[config.mk]
export PLATFORM = sky130hd
export DESIGN_NAME = adc_touch_supervisor_regs
export DESIGN_NICKNAME = d
export VERILOG_FILES = /design/src/adc_touch_pkg.sv /design/src/result_store.sv /design/src/adc_touch_supervisor_regs.sv
export VERILOG_INCLUDE_DIRS = /design/src
export SDC_FILE = /design/constraint.sdc
export NUM_CORES = 1
export LEC_CHECK = 0
export ABC_AREA = 0
export ABC_CLOCK_PERIOD_IN_PS = 2600
export BUFFER_PORTS_ARGS = -buffer_cell sky130_fd_sc_hd__buf_4
export CORE_ASPECT_RATIO = 0.5
export CORE_MARGIN = 2
export CORE_UTILIZATION = 51
export DETAILED_ROUTE_END_ITERATION = 7
export GPL_TIMING_DRIVEN = 0
export PLACE_DENSITY = 0.75
export RECOVER_POWER = 25
export SLEW_MARGIN = 10
export SYNTH_ARGS = -nofsm -noshare
export SYNTH_HDL_FRONTEND = slang
export SYNTH_SLANG_ARGS = --single-unit
export TNS_END_PERCENT = 100
[constraint.sdc]
create_clock -name ref_clk -period 2.6 [get_ports ref_clk]
set_input_delay 0.13 -clock ref_clk [delete_from_list [all_inputs] [get_ports ref_clk]]
set_output_delay 0.13 -clock ref_clk [all_outputs]
set_load 0.01 [all_outputs]
[src/adc_touch_cfg.svh]
/*
 Register offsets, field positions, reset values and timing counts for
 the converter and touch-panel supervisor. Assumes nothing else.
*/
`ifndef ADC_TOUCH_CFG_SVH
`define ADC_TOUCH_CFG_SVH

// ****************************************
// Offsets
// ****************************************
`define OFS_AD_CONFIG     8'h07
`define OFS_TOUCH_MODE    8'h08
`define OFS_RESULT_LOW    8'h09
`define OFS_RESULT_HIGH   8'h0a
`define OFS_SUPPLY_GOOD   8'h0b

// ****************************************
// Fields and reset values
// ****************************************
`define BIT_AD_ENABLE     7
`define BIT_CONV_START    6
`define BIT_END_OF_CONV   5
`define BIT_VREF_ENABLE   4
`define BIT_BELOW_THRESH  7
`define RST_TOUCH_MODE    3'h7
`define RST_GOOD_DELAY    2'h3
`define RST_INPUT_SELECT  4'h0

// ****************************************
// Timing
// ****************************************
`define CLK_HZ            50000000
`define DELAY_00_MS       20
`define DELAY_01_MS       100
`define DELAY_10_MS       200
`define DELAY_11_MS       400
`define MS_TO_CYCLES(ms)  ((ms) * (`CLK_HZ / 1000))

`endif

[src/adc_touch_pkg.sv]
/*
 Types shared by the supervisor, its checker and its bench. Assumes the
 configuration header is compiled alongside.
*/
package adc_touch_pkg;

   typedef enum logic [2:0] {
      TM_XPOS, TM_YPOS, TM_PRESSURE, TM_PLATE_X,
      TM_PLATE_Y, TM_STANDBY, TM_PLAIN, TM_OFF
   } touch_mode_t;

   typedef enum logic [1:0] {
      PIN_OPEN, PIN_REF, PIN_GND, PIN_SENSE
   } pin_drive_t;

   typedef struct packed {
      pin_drive_t x_plus;
      pin_drive_t x_minus;
      pin_drive_t y_plus;
      pin_drive_t y_minus;
   } panel_drive_t;

   typedef struct packed {
      logic       wr;
      logic [7:0] addr;
      logic [7:0] wdata;
   } reg_req_t;

endpackage

[src/result_store.sv]
/*
 Holds the 10-bit conversion result and returns it split over two
 register bytes from a read register. Assumes a synchronous clock and
 reset from the parent.
*/
`timescale 1ns/100ps
`include "adc_touch_cfg.svh"

module result_store #(
   parameter int WIDTH = 10
) (
   input  wire logic              ref_clk,
   input  wire logic              rst_n,
   input  wire logic              load,
   input  wire logic [WIDTH-1:0]  data_in,
   input  wire logic              sel_high,
   output logic       [7:0]       rdata
);

   if (WIDTH != 10) begin : g_bad_width
      $error("result_store serves only 10 bits");
   end

   typedef struct packed {
      logic [WIDTH-1:0] word;
      logic [7:0]       rdata;
   } state_t;

   state_t st_q;
   state_t st_d;

   always_comb begin
      st_d = st_q;
      if (load) begin
         st_d.word = data_in;
      end
      // Upper byte keeps bits above the result at zero.
      if (sel_high) begin
         st_d.rdata = {6'h00, st_q.word[9:8]};
      end else begin
         st_d.rdata = st_q.word[7:0];
      end
   end

   always_ff @(posedge ref_clk or negedge rst_n) begin
      if (!rst_n) begin
         st_q <= '0;
      end else begin
         st_q <= st_d;
      end
   end

   assign rdata = st_q.rdata;

endmodule // result_store

[src/adc_touch_supervisor_regs.sv]
/*
 Converter input selection, touch-panel drive, result registers and
 supply-good status with reset and supply-good output delay. Assumes a
 byte register port driven synchronously to ref_clk, and an analog
 converter that raises conv_done for one cycle with its result.
*/
`timescale 1ns/100ps
`include "adc_touch_cfg.svh"

module adc_touch_supervisor_regs #(
   parameter int RES_WIDTH  = 10,
   parameter int DELAY_00   = `MS_TO_CYCLES(`DELAY_00_MS),
   parameter int DELAY_01   = `MS_TO_CYCLES(`DELAY_01_MS),
   parameter int DELAY_10   = `MS_TO_CYCLES(`DELAY_10_MS),
   parameter int DELAY_11   = `MS_TO_CYCLES(`DELAY_11_MS)
) (
   input  wire logic                       ref_clk,
   input  wire logic                       resetn,
   input  adc_touch_pkg::reg_req_t         reg_req,
   output logic [7:0]                      reg_rdata,
   input  wire logic                       conv_done,
   input  wire logic [RES_WIDTH-1:0]       conv_result,
   input  wire logic                       below_threshold,
   input  wire logic [4:0]                 supply_in_range,
   input  wire logic                       supply_ok,
   output logic                            conv_enable,
   output logic                            conv_start,
   output logic                            vref_enable,
   output logic [3:0]                      input_select,
   output logic                            high_range,
   output logic                            touch_owns_conv,
   output logic                            touch_xy_only,
   output logic                            irq_enable,
   output adc_touch_pkg::panel_drive_t     panel_drive,
   output logic                            good_output
);

   // ****************************************
   // Parameter checks
   // ****************************************
   // The result split and the 26-bit delay counter fix these limits.
   if (RES_WIDTH != 10) begin : g_bad_width
      $error("result width must be 10");
   end
   if (DELAY_00 < 1 || DELAY_01 < 1
       || DELAY_10 < 1 || DELAY_11 < 1) begin : g_bad_short
      $error("delay counts must be positive");
   end
   if (DELAY_00 >= 2**26 || DELAY_01 >= 2**26
       || DELAY_10 >= 2**26 || DELAY_11 >= 2**26) begin : g_bad_long
      $error("delay counts exceed the counter");
   end

   // ****************************************
   // Reset release
   // ****************************************
   // Every flip-flop on rst_n leaves reset on the same edge, two after the pin.
   logic [1:0] rst_sync_q;
   logic       rst_n;

   always_ff @(posedge ref_clk or negedge resetn) begin
      if (!resetn) begin
         rst_sync_q <= 2'h0;
      end else begin
         rst_sync_q <= {rst_sync_q[0], 1'h1};
      end
   end
   assign rst_n = rst_sync_q[1];

   // ****************************************
   // Helpers
   // ****************************************
   function automatic adc_touch_pkg::panel_drive_t
      drive_of(input logic [2:0] mode);
      adc_touch_pkg::panel_drive_t d;
      d = '{adc_touch_pkg::PIN_OPEN, adc_touch_pkg::PIN_OPEN,
            adc_touch_pkg::PIN_OPEN, adc_touch_pkg::PIN_OPEN};
      case (adc_touch_pkg::touch_mode_t'(mode))
         adc_touch_pkg::TM_XPOS: d = '{adc_touch_pkg::PIN_REF,
            adc_touch_pkg::PIN_GND, adc_touch_pkg::PIN_SENSE,
            adc_touch_pkg::PIN_OPEN};
         adc_touch_pkg::TM_YPOS: d = '{adc_touch_pkg::PIN_SENSE,
            adc_touch_pkg::PIN_OPEN, adc_touch_pkg::PIN_REF,
            adc_touch_pkg::PIN_GND};
         adc_touch_pkg::TM_PRESSURE: d = '{adc_touch_pkg::PIN_REF,
            adc_touch_pkg::PIN_REF, adc_touch_pkg::PIN_GND,
            adc_touch_pkg::PIN_GND};
         adc_touch_pkg::TM_PLATE_X: d = '{adc_touch_pkg::PIN_REF,
            adc_touch_pkg::PIN_GND, adc_touch_pkg::PIN_OPEN,
            adc_touch_pkg::PIN_OPEN};
         adc_touch_pkg::TM_PLATE_Y: d = '{adc_touch_pkg::PIN_OPEN,
            adc_touch_pkg::PIN_OPEN, adc_touch_pkg::PIN_REF,
            adc_touch_pkg::PIN_GND};
         // Standby drives the x pair at the reference to sense a touch.
         adc_touch_pkg::TM_STANDBY: d = '{adc_touch_pkg::PIN_REF,
            adc_touch_pkg::PIN_REF, adc_touch_pkg::PIN_GND,
            adc_touch_pkg::PIN_GND};
         adc_touch_pkg::TM_PLAIN: d = '{adc_touch_pkg::PIN_SENSE,
            adc_touch_pkg::PIN_SENSE, adc_touch_pkg::PIN_SENSE,
            adc_touch_pkg::PIN_SENSE};
         default: d = '{adc_touch_pkg::PIN_OPEN, adc_touch_pkg::PIN_OPEN,
            adc_touch_pkg::PIN_OPEN, adc_touch_pkg::PIN_OPEN};
      endcase
      return d;
   endfunction

   function automatic logic [25:0] delay_of(input logic [1:0] sel);
      logic [25:0] n;
      n = 26'(DELAY_00);
      if (sel == 2'h1) begin
         n = 26'(DELAY_01);
      end else if (sel == 2'h2) begin
         n = 26'(DELAY_10);
      end else if (sel == 2'h3) begin
         n = 26'(DELAY_11);
      end
      return n;
   endfunction

   // ****************************************
   // State
   // ****************************************
   typedef struct packed {
      logic                        ad_enable;
      logic                        conv_start;
      logic                        end_of_conv;
      logic                        vref_enable;
      logic [3:0]                  input_sel;
      logic [2:0]                  touch_mode_sel;
      logic [1:0]                  good_output_delay;
      logic [25:0]                 delay_cnt;
      logic                        good_output;
      logic [1:0]                  rd_src;
      logic [7:0]                  rdata_other;
      logic [3:0]                  mux_sel;
      logic                        high_range;
      logic                        touch_owns;
      logic                        touch_xy;
      logic                        irq_en;
      adc_touch_pkg::panel_drive_t drive;
   } state_t;

   state_t st_q;
   state_t st_d;
   logic [7:0] result_rdata;
   logic       wr_hit;

   // ****************************************
   // Result store
   // ****************************************
   // Only the completion of a started run loads, so stray done pulses
   // from the converter cannot overwrite a result not yet read.
   result_store #(
      .WIDTH (RES_WIDTH)
   ) u_result (
      .ref_clk  (ref_clk),
      .rst_n    (rst_n),
      .load     (conv_done && st_q.conv_start),
      .data_in  (conv_result),
      .sel_high (reg_req.addr == `OFS_RESULT_HIGH),
      .rdata    (result_rdata)
   );

   assign wr_hit = reg_req.wr;

   always_comb begin
      st_d = st_q;
      // ****************************************
      // Register writes
      // ****************************************
      if (wr_hit && reg_req.addr == `OFS_AD_CONFIG) begin
         st_d.ad_enable   = reg_req.wdata[`BIT_AD_ENABLE];
         st_d.vref_enable = reg_req.wdata[`BIT_VREF_ENABLE];
         st_d.input_sel   = reg_req.wdata[3:0];
         if (reg_req.wdata[`BIT_CONV_START]) begin
            st_d.conv_start  = 1'h1;
            st_d.end_of_conv = 1'h0;
         end
      end else if (wr_hit && reg_req.addr == `OFS_TOUCH_MODE) begin
         st_d.touch_mode_sel = reg_req.wdata[2:0];
      end else if (wr_hit && reg_req.addr == `OFS_SUPPLY_GOOD) begin
         st_d.good_output_delay = reg_req.wdata[6:5];
      end
      // Completion wins over a same-cycle start write of the old run.
      if (conv_done && st_q.conv_start) begin
         st_d.conv_start  = 1'h0;
         st_d.end_of_conv = 1'h1;
      end
      // The enable being written decides, so that one write may both
      // power the converter and start it.
      if (!st_d.ad_enable) begin
         st_d.conv_start = 1'h0;
      end

      // ****************************************
      // Input routing
      // ****************************************
      st_d.mux_sel    = st_d.input_sel;
      st_d.high_range = (st_d.input_sel >= 4'h6)
                        && (st_d.input_sel <= 4'hc);
      st_d.touch_owns = (st_d.input_sel == 4'he) || (st_d.input_sel == 4'hf);
      st_d.touch_xy   = (st_d.input_sel == 4'hf);
      // The reserved code passes on unchanged and routes no channel.
      if (st_d.input_sel == 4'hd) begin
         st_d.mux_sel = 4'hd;
      end
      st_d.drive  = drive_of(st_d.touch_mode_sel);
      st_d.irq_en = (st_d.touch_mode_sel != 3'h7);

      // ****************************************
      // Supply-good output delay
      // ****************************************
      // Any dip restarts the full delay, so a glitch costs the whole wait.
      if (!supply_ok || below_threshold) begin
         st_d.delay_cnt   = delay_of(st_d.good_output_delay);
         st_d.good_output = 1'h0;
      end else if (st_q.delay_cnt != 26'h0) begin
         st_d.delay_cnt = st_q.delay_cnt - 26'h1;
      end else begin
         st_d.good_output = 1'h1;
      end

      // ****************************************
      // Read data
      // ****************************************
      st_d.rd_src  = 2'h0;
      st_d.rdata_other = 8'h00;
      if (reg_req.addr == `OFS_AD_CONFIG) begin
         st_d.rdata_other = {st_q.ad_enable, st_q.conv_start,
                             st_q.end_of_conv, st_q.vref_enable,
                             st_q.input_sel};
      end else if (reg_req.addr == `OFS_TOUCH_MODE) begin
         st_d.rdata_other = {5'h00, st_q.touch_mode_sel};
      end else if (reg_req.addr == `OFS_RESULT_LOW
                   || reg_req.addr == `OFS_RESULT_HIGH) begin
         st_d.rd_src = 2'h1;
      end else if (reg_req.addr == `OFS_SUPPLY_GOOD) begin
         st_d.rdata_other = {below_threshold,
                             st_q.good_output_delay,
                             supply_in_range};
      end
   end

   always_ff @(posedge ref_clk or negedge rst_n) begin
      if (!rst_n) begin
         st_q <= '0;
         st_q.end_of_conv       <= 1'h1;
         st_q.input_sel         <= `RST_INPUT_SELECT;
         st_q.touch_mode_sel    <= `RST_TOUCH_MODE;
         st_q.good_output_delay <= `RST_GOOD_DELAY;
         st_q.delay_cnt         <= 26'(DELAY_11);
         st_q.drive             <= '0;
      end else begin
         st_q <= st_d;
      end
   end

   // ****************************************
   // Read return
   // ****************************************
   // Every register answers three edges after its address appears,
   // the result bytes included, so software sees one fixed latency.
   logic [1:0] rd_src_q;
   logic [7:0] rdata_other_q;
   always_ff @(posedge ref_clk or negedge rst_n) begin
      if (!rst_n) begin
         rd_src_q      <= 2'h0;
         rdata_other_q <= 8'h00;
         reg_rdata     <= 8'h00;
      end else begin
         rd_src_q      <= st_q.rd_src;
         rdata_other_q <= st_q.rdata_other;
         reg_rdata     <= (rd_src_q == 2'h1) ? result_rdata : rdata_other_q;
      end
   end

   // ****************************************
   // Outputs
   // ****************************************
   // Each output is a state flip-flop, so no decode glitch reaches a pin.
   assign conv_enable     = st_q.ad_enable;
   assign conv_start      = st_q.conv_start;
   assign vref_enable     = st_q.vref_enable;
   assign input_select    = st_q.mux_sel;
   assign high_range      = st_q.high_range;
   assign touch_owns_conv = st_q.touch_owns;
   assign touch_xy_only   = st_q.touch_xy;
   assign irq_enable      = st_q.irq_en;
   assign panel_drive     = st_q.drive;
   assign good_output     = st_q.good_output;

endmodule // adc_touch_supervisor_regs

== Word-level counts from Yosys, hierarchy flattened ==
Index checks and enable logic that the tools add are counted.

* Flip-flop bits (word level): 104
* Latch bits: 0
* Bits in writable memories: 0
* ROM bits: 0
* Input bits: 37
* Output and inout bits: 28
* Word-level logic and storage cells: 93
* Memories kept: 0

* Add/subtract/negate cells: 1
* $mul: 0
* Div/mod/pow operators: 0
* Order comparisons: 2
* Eq/ne operators: 22
* Shift-type cells: 0
* Muxes and demuxes: 25
* Bitwise gates (word level): 0
* Reductions and logical operators: 17

{| class="wikitable"
|+ Operators by type and width
! operator !! count
|-
| two-way mux 25 bit || 3
|-
| two-way mux 8 bit || 7
|-
| one-hot mux 8 bit (6 select lines) || 1
|-
| equality test 8 x 4 -> 1 bit (second input constant) || 4
|-
| two-way mux 27 bit || 1
|-
| two-way mux 26 bit || 1
|-
| nonzero test 26 bit || 1
|-
| subtractor 26 x 1 -> 26 bit (second input constant) || 1
|-
| equality test 4 bit (second input constant) || 3
|-
| two-way mux 2 bit || 5
|-
| equality test 3 bit (second input constant) || 3
|-
| equality test 8 x 3 -> 1 bit (second input constant) || 1
|-
| equality test 3 x 2 -> 1 bit (second input constant) || 2
|-
| nonzero test 2 bit || 3
|-
| logical AND 1 bit || 5
|-
| two-way mux 5 bit || 1
|-
| equality test 2 x 1 -> 1 bit (second input constant) || 2
|-
| equality test 2 bit (second input constant) || 2
|-
| greater-or-equal comparator 4 x 3 -> 1 bit (second input constant) || 1
|-
| <= comparator 4 bit (second input constant) || 1
|-
| two-way mux 1 bit || 4
|-
| two-way mux 4 bit || 1
|-
| AND reduction 2 bit || 2
|-
| equality test 3 x 1 -> 1 bit (second input constant) || 1
|-
| 9 further kinds || 11
|}

== Logic depth before layout (Yosys ltp) ==
Gate-level depths: netlist (run 1).

* Depth in word-level cells: 10
* Depth in mapped cells: 9
* Depth with buffers taken out: 8

== By module ==
From an unflattened synthesis (run 1), not the netlist that was laid out.

* Cells, all modules: 413
* Area, all modules: 4,569.4 um2

{| class="wikitable"
|+ Modules (own cells, without submodules)
! module !! times used !! cells an instance !! area each (um2) !! sequential area each (um2)
|-
| adc_touch_supervisor_regs || 1 || 368 || 3,832.4 || 2,019.4
|-
| result_store || 1 || 45 || 737.0 || 450.4
|}

== Worst setup path before layout (run 1) ==
No wires, ideal clock.

* Path type: input to register
* Start: input port reg_req[13] (netlist bit)
* End: register st_q[37] (netlist bit)
* Setup time: 79 ps
* Arrival: 1,907 ps
* Data required time: 2,521 ps
* Path slack: 614 ps
* Stages: 7
* Buffers on the path: 0
* Cell sequence: nor4_4 -> nand4_1 -> mux2i_1 -> inv_1 -> ha_1 -> or3_1 -> o21ai_0

{| class="wikitable"
|+ RTL lines
! item !! line !! text
|-
| from (decl) || adc_touch_supervisor_regs.sv:19 || <nowiki>input adc_touch_pkg::reg_req_t reg_req,</nowiki>
|-
| to (signal assigned) || adc_touch_supervisor_regs.sv:254 || <nowiki>st_q <= st_d;</nowiki>
|-
| to (decl) || adc_touch_supervisor_regs.sv:143 || <nowiki>state_t st_q;</nowiki>
|}

==> summary.txt, run 1 <==
Drt
  – Final WL: 9370 µm
  – Post-route DRC: 0
  – Initial detailed-routing violation count: 308
  – Via Count: 3206
  – Detailed Routing Iterations Pass 1: 5
  – Vias/cell: 5.41
  – Routed len/inst: 15.8 µm
  – Antenna Nets Post-Route: 0

GRT
  – Number of global-route vias before repair: 3213
  – Initial antenna violation count: 0
  – Total Routing Usage GR: 0.210
  – Largest net degree at the start of global routing: 50
  – Overflow after GRT: 0
  – First-pass GRT wire length: 15700 µm

Setup path
  – Reg2Reg Depth: 6
  – CP required: 2.80 ns
  – Flop-to-flop setup slack: 0.40 ns
  – Worst setup EP type: register
  – Setup CP Type: input pin to register
  – Reg2reg end: st_q[45]
  – Reg-to-Reg Start: st_q[33]
  – Setup crit start kind: input pin
  – CP Max Fanout: 7
  – Crit path DAT: 2.44 ns

Placed design
  – PortBufs: 62
  – Routability cong.: 0.874
  – Pre-CTS WS: -0.241 ns
  – DPL Wire Length: 6540 µm

Pwr
  – Cell Pwr Density: 602 nW/µm²
  – Logic pwr share: 0.100
  – Worst VDD drop: 0.359 mV
  – P_sw: 0.000804 W
  – Power Internal: 0.00249 W
  – Total power: 0.00330 W
  – Switching Share: 0.244
  – Clock share of power: 0.400
  – Sequential power share: 0.500
  – Leakage: 2.52 nW

STA
  – Minimum clock period: 2.24 ns
  – Max Clk Rate: 446 MHz
  – Period utilization: 0.862
  – Least-Margin Pin Slew: 1.94 ns
  – Fin Clk Skew: 0.00767 ns
  – Rel. slew slack: -0.294
  – Setup violators final: 0
  – Fin. Hold Viols: 0
  – Setup tns final: 0 ns
  – Slew Limit Fails: 48
  – Worst setup margin: 0.358 ns
  – Unrepaired setup endpoints after global routing: false

Die
  – Die Span X: 137 µm
  – Starting Density: 0.523
  – Die Y: 70.6 µm
  – Core footprint: 8650 µm²
  – Rows: 24
  – Io pins: 65
  – DIE AREA: 9690 µm²

Synthesis
  – Part of the Yosys area used for sequential elements: 0.546
  – Number of flops mapped to enable cells by yosys: 0
  – Yosys Warn Count: 0
  – Area leader, netlist: dfrtp_1
  – Post-synth top area share: 0.464
  – Synth area leaders: dfrtp_1, dfstp_2, mux2_2
  – Cell Area, Synth: 4530 µm²
  – Most frequent cell after synthesis: dfrtp_1
  – Synth Instances: 395
  – Syn nets: 439
  – Avg Inst Size Synth: 11.5 µm²
  – Post-synth top flop: dfrtp_1
  – Synth cell types: 60
  – Ys async rst share: 1.00
  – #FFs+latches synth: 98
  – Commonest cells in the netlist: dfrtp_1, nand2_1, nor2_1, mux2_2, o21ai_0

Clock network
  – Root Driver: clkbuf_16
  – Clk slew on worst S/H paths: 0.07 ns
  – Max H-tree Level: 3
  – Max clock buf depth: 2
  – TritonCTS clock tree: built
  – Post-CTS Setup Bufs: 0
  – CTS sink count: 98
  – TritonCTS buffer count: 9
  – Latest clock arrival within the worst-skew pair: 0.34 ns

Hold path
  – Hold path start: conv_result[0]
  – End of the worst hold path: u_result.st_q[8]
  – Hold WC Path Type: input pin to register
  – Hold Path Depth: 2

Cells and area
  – # nets final: 515
  – Ant diodes: 0
  – Area growth syn-to-layout: 21.0%
  – Ratio of cells with drive above 1 in the final layout: 0.317

Flow run
  – Max-Cap Viols: 1

Run status
  – Failing checks: capacitance limit, slew limit
  – Outcome: finished, violations left
==> area by class of cell <==
| type | instances | area, µm² |
|---|---|---|
| buffer | 23 | 148 |
| clock buffer | 11 | 233 |
| clock inverter | 5 | 60.1 |
| fill | 686 | 3170 |
| inverter | 12 | 45.0 |
| multi-input combinational | 262 | 1870 |
| sequential | 98 | 2470 |
| tap | 117 | 146 |
| timing repair buffer | 65 | 509 |
==> routing by layer <==
layer	vias to the layer above	track usage	wire (µm)
met1	1590	0.283	4240
met4	0	0.0596	80
met2	75	0.342	4550
li1	1532	-	-
met3	9	0.0552	505
met5	-	0	0
==> critical path: stages <==
cell     delay, ns
buf_4         0.12
nor4_4        0.51
nand4_1       0.32
mux2i_2       0.44
inv_1         0.18
ha_1          0.27
o21ai_1       0.32
o21ai_0       0.15
==> power groups by stage <==
| stage | clock network [W] | logic [W] | registers, W |
|---|---|---|---|
| final | 0.00132 | 0.000329 | 0.00165 |
| after CTS | 0.00134 | 0.000330 | 0.00165 |
| after floorplan | 0 | 0.000192 | 0.00167 |
| after global routing | 0.00141 | 0.000363 | 0.00166 |
| after detailed placement | 0 | 0.000325 | 0.00168 |
| after global placement | 0 | 0.000300 | 0.00169 |
==> kinds of logic after synthesis <==
family	count (synthesis)	synth area share
AND/OR/NAND/NOR	146	0.194
other	1	0.000829
buffers and inverters	35	0.0426
flip-flops	98	0.546
AO/OA/AOI/OAI	61	0.0915
adder cells (fa/ha/maj)	7	0.0194
multiplexers	27	0.0677
XOR/XNOR	20	0.0387
==> worst max path at each step <==
stage	cells past startpoint	start	slack (ns)	to
2_1_floorplan	7	reg_req[13]	0.61	st_q[37]
3_3_place_gp	8	reg_req[13]	-0.14	st_q[45]
3_5_place_dp	8	reg_req[13]	-0.24	st_q[45]
4_1_cts	8	reg_req[13]	0.11	st_q[45]
5_1_grt	7	st_q[27]	0.15	st_q[36]
6_report	8	reg_req[13]	0.36	st_q[45]
==> flip-flops by register name, indices dropped and copies added, names as in the netlist, 2 cells and up <==
register / cells
st_q: 42
rst_sync_q: 2
input_select: 3
u_result.st_q: 10
u_result.rdata: 8
panel_drive: 8
reg_rdata: 8
rdata_other_q: 8
==> layout by cell type, fill, tap and decap left out, types with 8 or more instances in the layout <==
cell type and instances:
clkbuf_1 11, nor3_1 10, clkbuf_16 9, dfrtp_1 84
buf_4 74, nand3_1 9, or3_1 9, nor2_1 30
dfstp_2 14, and2_1 8, xnor2_1 13, mux2_2 22
inv_1 12, nand2_1 35, o21ai_0 20
==> repair_timing <==
action | in CTS | in global routing
hold buffers | 2 | 0
endpoints found under the hold margin | 3 | 0
resized for setup | 0 | 3
endpoints found under the setup margin | 0 | 5
==> through the flow <==
| stage | cells | hold slack [ns] | utilization | cell area (µm²) |
|---|---|---|---|---|
| CTS | 593 | 0.00822 | 0.634 | 5480 |
| global route | 593 | 0.00648 | 0.633 | 5480 |
| finish | 593 | 0.0169 | 0.633 | 5480 |
| detailed placement | 575 | -0.0855 | 0.598 | 5170 |
| floorplan | 395 | -0.166 | - | 4530 |
| global placement | 574 | -0.0877 | 0.594 | 5140 |
Power figures use the tool's default switching activity.
==> inputs of run 2 (changes only) <==
--- a/config.mk
+++ b/config.mk
@@ -16,6 +16,7 @@
 export GPL_TIMING_DRIVEN = 0
 export PLACE_DENSITY = 0.75
 export RECOVER_POWER = 25
+export SETUP_SLACK_MARGIN = 0.5
 export SLEW_MARGIN = 10
 export SYNTH_ARGS = -nofsm -noshare
 export SYNTH_HDL_FRONTEND = slang
==> run 2 against run 1 <==
  * Largest cell class unchanged
  * Combinational power up 4%
  * Global-route usage grew 0.066 points
  * Critical path type unchanged
  * The flow now finishes without violations
  * Critical endpoint unchanged
  * Fmax grew 11%
==> summary.txt, run 2 (same netlist as run 1, synthesis figures left out) <==
STA
  – Period utilization: 0.775
  – Unrepaired setup endpoints after global routing: false
  – Least-Margin Pin Slew: 0.632 ns
  – Minimum clock period: 2.02 ns
  – Slew Limit Fails: 0
  – Fin Clk Skew: 0.00654 ns
  – Fin. Hold Viols: 0
  – Max Clk Rate: 496 MHz
  – Setup tns final: 0 ns
  – Setup violators final: 0
  – Rel. slew slack: 0.579

Cells and area
  – Most frequent cells in the layout: dfrtp_1, buf_4, nand2_1, nor2_1, mux2_2
  – # nets final: 523
  – Area growth syn-to-layout: 23.1%
  – Biggest register: st_q
  – Max reg flops: 42
  – Ant diodes: 0
  – Most common cell after layout, fill and taps aside: dfrtp_1
  – Final instance area: 5570 µm²
  – Biggest regs: st_q x42, u_result.st_q x10
  – Ratio of cells with drive above 1 in the final layout: 0.341
  – Post-layout utilization of the core: 0.644

Setup path
  – Setup CP Type: input pin to register
  – Crit path DAT: 2.21 ns
  – Setup crit start kind: input pin
  – Reg-to-Reg Start: st_q[30]
  – CP Max Fanout: 6
  – Crit path launch: reg_req[14]
  – CP required: 2.80 ns
  – Reg2Reg Depth: 6
  – Worst setup EP type: register

Clock network
  – Root Driver: clkbuf_16
  – Max H-tree Level: 3
  – TritonCTS clock tree: built
  – CTS sink count: 98
  – Clk slew on worst S/H paths: 0.07 ns
  – TritonCTS buffer count: 9
  – Max clock buf depth: 2
  – Latest clock arrival within the worst-skew pair: 0.34 ns

Placed design
  – Area after DPL: 5170 µm²
  – DPL Wire Length: 6540 µm
  – Routability cong.: 0.874
  – PortBufs: 62

Die
  – Io pins: 65
  – Starting Density: 0.523
  – Die Span X: 137 µm
  – Core footprint: 8650 µm²
  – Rows: 24
  – Die Y: 70.6 µm
  – DIE AREA: 9690 µm²

Drt
  – Via Count: 3254
  – Post-route DRC: 0
  – Routed len/inst: 15.9 µm
  – Antenna Nets Post-Route: 0
  – Final WL: 9540 µm
  – Initial detailed-routing violation count: 287
  – Vias/cell: 5.41
  – Detailed Routing Iterations Pass 1: 5

GRT
  – Number of global-route vias before repair: 3221
  – Total Routing Usage GR: 0.211
  – Overflow after GRT: 0
  – Initial antenna violation count: 0
  – First-pass GRT wire length: 15700 µm
  – Largest net degree at the start of global routing: 50

Pwr
  – Cell Pwr Density: 593 nW/µm²
  – Leakage: 2.57 nW
  – Total power: 0.00331 W
  – Worst VDD drop: 0.357 mV

Flow run
  – Max-Cap Viols: 0

Hold path
  – Hold WC Path Type: input pin to register
  – Hold path start: conv_result[0]
  – Hold Path Depth: 2

Run status
  – Outcome: finished, final reports clean
-- run 2: critical path, cell delays in order --
cell and delay (ns):
clkbuf_4 0.11, nor4_1 0.26, clkbuf_1 0.29, nand4_1 0.12, buf_4 0.18, mux2i_4 0.25
inv_1 0.15, ha_1 0.26, o21ai_1 0.31, o21ai_0 0.15
-- run 2: cell type report --
type,instances,area (µm²)
inverter,12,45.0
sequential,98,2470
multi-input combinational,262,1900
tap,117,146
fill,669,3080
clock inverter,5,60.1
buffer,23,149
timing repair buffer,73,566
clock buffer,11,233
-- run 2: final timing paths --
check                      slack [ns]                to
setup / recovery                 0.58          st_q[45]
min in group asynchronous        0.12     rst_sync_q[1]
setup reg to reg                 0.59          st_q[46]
max in group asynchronous        1.54          st_q[54]
hold reg to reg                  0.35  rdata_other_q[0]
hold / removal                   0.02  u_result.st_q[8]
-- run 2: per-layer routing --
layer	GRT usage	vias up	routed length, µm
met5	0	-	0
met4	0.0619	0	77
met3	0.0552	8	571
met2	0.343	79	4720
met1	0.283	1629	4170
li1	-	1538	-
-- run 2: what timing repair did --
action                                 CTS  global route
pin swaps                                1             5
gates cloned                             0             0
setup endpoints to repair               13            21
buffers inserted                         1             7
endpoints found under the hold margin    3             0
hold buffers                             2             0
resized for setup                        6             9
-- run 2: power by group --
part | internal [W] | switching (W)
Clock | 0.000752 | 0.000562
Combinational | 0.000167 | 0.000175
Sequential | 0.00158 | 0.0000684
Total | 0.00250 | 0.000805
-- run 2: per-stage QoR --
step / std cells / setup slack (ns) / hold WS (ns)
2_1_floorplan: 395 / 0.614 / -0.166
3_3_place_gp: 574 / -0.138 / -0.0877
3_5_place_dp: 575 / -0.241 / -0.0855
4_1_cts: 594 / 0.518 / 0.00822
5_1_grt: 601 / 0.429 / 0.00616
6_report: 601 / 0.585 / 0.0166
==> inputs of run 3 (changes only) <==
--- a/config.mk
+++ b/config.mk
@@ -7,14 +7,14 @@
 export NUM_CORES = 1
 export LEC_CHECK = 0
 export ABC_AREA = 0
-export ABC_CLOCK_PERIOD_IN_PS = 2600
+export ABC_CLOCK_PERIOD_IN_PS = 2050
 export BUFFER_PORTS_ARGS = -buffer_cell sky130_fd_sc_hd__buf_4
 export CORE_ASPECT_RATIO = 0.5
 export CORE_MARGIN = 2
-export CORE_UTILIZATION = 51
+export CORE_UTILIZATION = 55
 export DETAILED_ROUTE_END_ITERATION = 7
 export GPL_TIMING_DRIVEN = 0
-export PLACE_DENSITY = 0.75
+export PLACE_DENSITY = 0.77
 export RECOVER_POWER = 25
 export SETUP_SLACK_MARGIN = 0.5
 export SLEW_MARGIN = 10
==> constraint.sdc (replaced) <==
create_clock -name ref_clk -period 2.05 [get_ports ref_clk]
set_input_delay 0.1025 -clock ref_clk [delete_from_list [all_inputs] [get_ports ref_clk]]
set_output_delay 0.1025 -clock ref_clk [all_outputs]
set_load 0.01 [all_outputs]
==> run 3 against run 2 <==
  * Non-clock buffer count up 30
  * Critical endpoint is now st_q[46]
  * Utilization up 11 points
  * Worst setup slack worse by 0.46 ns
  * Sequential cell count unchanged
  * Clock skew about the same
  * Total power up 30%
  * Combinational power up 56%
==> summary.txt, run 3 (same netlist as run 1, synthesis figures left out) <==
Clock network
  – CTS sink count: 98
  – Clk slew on worst S/H paths: 0.07 ns
  – Latest clock arrival within the worst-skew pair: 0.35 ns
  – Max clock buf depth: 2
  – TritonCTS buffer count: 9
  – Root Driver: clkbuf_16
  – Max H-tree Level: 3
  – TritonCTS clock tree: built

Drt
  – Detailed Routing Iterations Pass 1: 4
  – Vias/cell: 5.50
  – Antenna Nets Post-Route: 0
  – Post-route DRC: 0
  – Initial detailed-routing violation count: 231
  – Final WL: 10400 µm
  – Routed len/inst: 16.6 µm
  – Via Count: 3445

Cells and area
  – Most frequent cells in the layout: buf_4, dfrtp_1, nand2_1, nor2_1, mux2_2
  – # nets final: 553
  – Finished Layout Cells: 626
  – Max reg flops: 42
  – Most common cell after layout, fill and taps aside: buf_4
  – Final instance area: 6060 µm²
  – Biggest regs: st_q x42, u_result.st_q x10
  – Ratio of cells with drive above 1 in the final layout: 0.422
  – Biggest register: st_q
  – Ant diodes: 0
  – Area taken by multi-input logic gates: 2120 µm²
  – Storage cell area: 2480 µm²
  – Fill cells: 558
  – Area growth syn-to-layout: 34.0%

Setup path
  – Crit path DAT: 2.19 ns
  – Setup crit start kind: register
  – Worst setup EP type: register
  – Setup CP Type: register to register
  – CP Max Fanout: 6
  – CP required: 2.31 ns

Flow run
  – Max-Cap Viols: 0

Placed design
  – Area after DPL: 5210 µm²
  – PortBufs: 62
  – Inst Count DP: 569
  – Routability cong.: 0.854
  – DPL Wire Length: 6580 µm

STA
  – Slew Limit Fails: 0
  – Rel. slew slack: 0.0763
  – Fin Clk Skew: 0.00638 ns
  – Setup violators final: 0
  – Fin. Hold Viols: 0
  – Unrepaired setup endpoints after global routing: true
  – Period utilization: 0.940
  – Minimum clock period: 1.93 ns
  – Max Clk Rate: 519 MHz
  – Least-Margin Pin Slew: 1.39 ns

GRT
  – Largest net degree at the start of global routing: 97
  – First-pass GRT wire length: 16400 µm
  – Number of global-route vias before repair: 3382
  – Overflow after GRT: 0
  – Initial antenna violation count: 0
  – Total Routing Usage GR: 0.241

Pwr
  – Worst VDD drop: 0.450 mV
  – Logic pwr share: 0.125
  – Clock share of power: 0.386
  – Cell Pwr Density: 706 nW/µm²
  – Leakage: 2.71 nW
  – Power Internal: 0.00314 W
  – Total power: 0.00428 W
  – Sequential power share: 0.490
  – Switching Share: 0.267
  – P_sw: 0.00115 W

Die
  – Core footprint: 8000 µm²
  – Die Span X: 132 µm
  – Die Y: 68.1 µm
  – Rows: 23
  – Starting Density: 0.566
  – DIE AREA: 9010 µm²
  – Io pins: 65

Run status
  – Outcome: finished, final reports clean

Hold path
  – Hold WC Path Type: input pin to register
## run 3: changes by cell type in the layout (fill, tap and decap cells not counted), sizes merged
cell / previous run / this run
inv: 14 / 15
buf: 83 / 95
clkbuf: 22 / 25
clkinv: 1 / 2
bufinv: 1 / 0
dlygate4sd3: 2 / 15
clkinvlp: 1 / 2
## run 3: per-layer routing
metal / wire length, µm / share of wire / track usage / vias up
li1: - / - / - / 1611
met1: 4480 / 0.43 / 0.298 / 1723
met2: 5310 / 0.51 / 0.428 / 98
met3: 447 / 0.043 / 0.0637 / 13
met4: 131 / 0.013 / 0.0753 / 0
met5: 0 / 0 / 0 / -
## run 3: stage by stage
| stage | hold slack [ns] | setup TNS (ns) | utilization | worst slack [ns] |
|---|---|---|---|---|
| after floorplan | -0.193 | 0 | - | 0.195 |
| after global placement | -0.115 | -1.03 | 0.652 | -0.260 |
| after detailed placement | -0.115 | -1.96 | 0.652 | -0.320 |
| after CTS | 0.00816 | 0 | 0.736 | 0.195 |
| after global routing | 0.0222 | 0 | 0.758 | 0.0527 |
| final | 0.0225 | 0 | 0.758 | 0.124 |
## run 3: what timing repair did
action	in CTS	in global routing
gates cloned	1	0
setup buffers	15	9
hold buffers	15	0
endpoints found under the setup margin	36	31
hold endpoints to repair	16	0
gates resized for setup	28	31
pin swaps	13	12
## run 3: power groups by stage
stage / combinational, W / sequential, W / clock [W]
after floorplan: 0.000255 / 0.00212 / 0
after global placement: 0.000392 / 0.00214 / 0
after detailed placement: 0.000398 / 0.00215 / 0
after CTS: 0.000465 / 0.00211 / 0.00168
after global routing: 0.000581 / 0.00211 / 0.00176
final: 0.000533 / 0.00210 / 0.00165
## run 3: cell type report
class / count / area share
Tap cell: 112 / 0.0231
Sequential cell: 98 / 0.409
Multi-Input combinational cell: 262 / 0.350
Clock buffer: 9 / 0.0372
Buffer: 23 / 0.0264
Timing Repair Buffer: 103 / 0.135
Inverter: 12 / 0.00743
Clock inverter: 7 / 0.0118
## run 3: path summary, 6_finish.rpt
kind	from	to	slack [ns]	cells after the start
max	st_q[36]	st_q[46]	0.12	5
min	reg_req[7]	conv_enable	0.02	2
max reg2reg	st_q[36]	st_q[46]	0.12	5
min reg2reg	st_q[24]	rd_src_q[0]	0.35	0
max in group asynchronous	rst_sync_q[1]	st_q[51]	0.49	1
min in group asynchronous	resetn	rst_sync_q[1]	0.07	2
## run 3: critical path: stages, from the launching register on
cell     delay, ns
dfrtp_1       0.44
nor3_4        0.27
nand2_2       0.23
or3_1         0.38
or3_1         0.32
a31oi_1       0.19
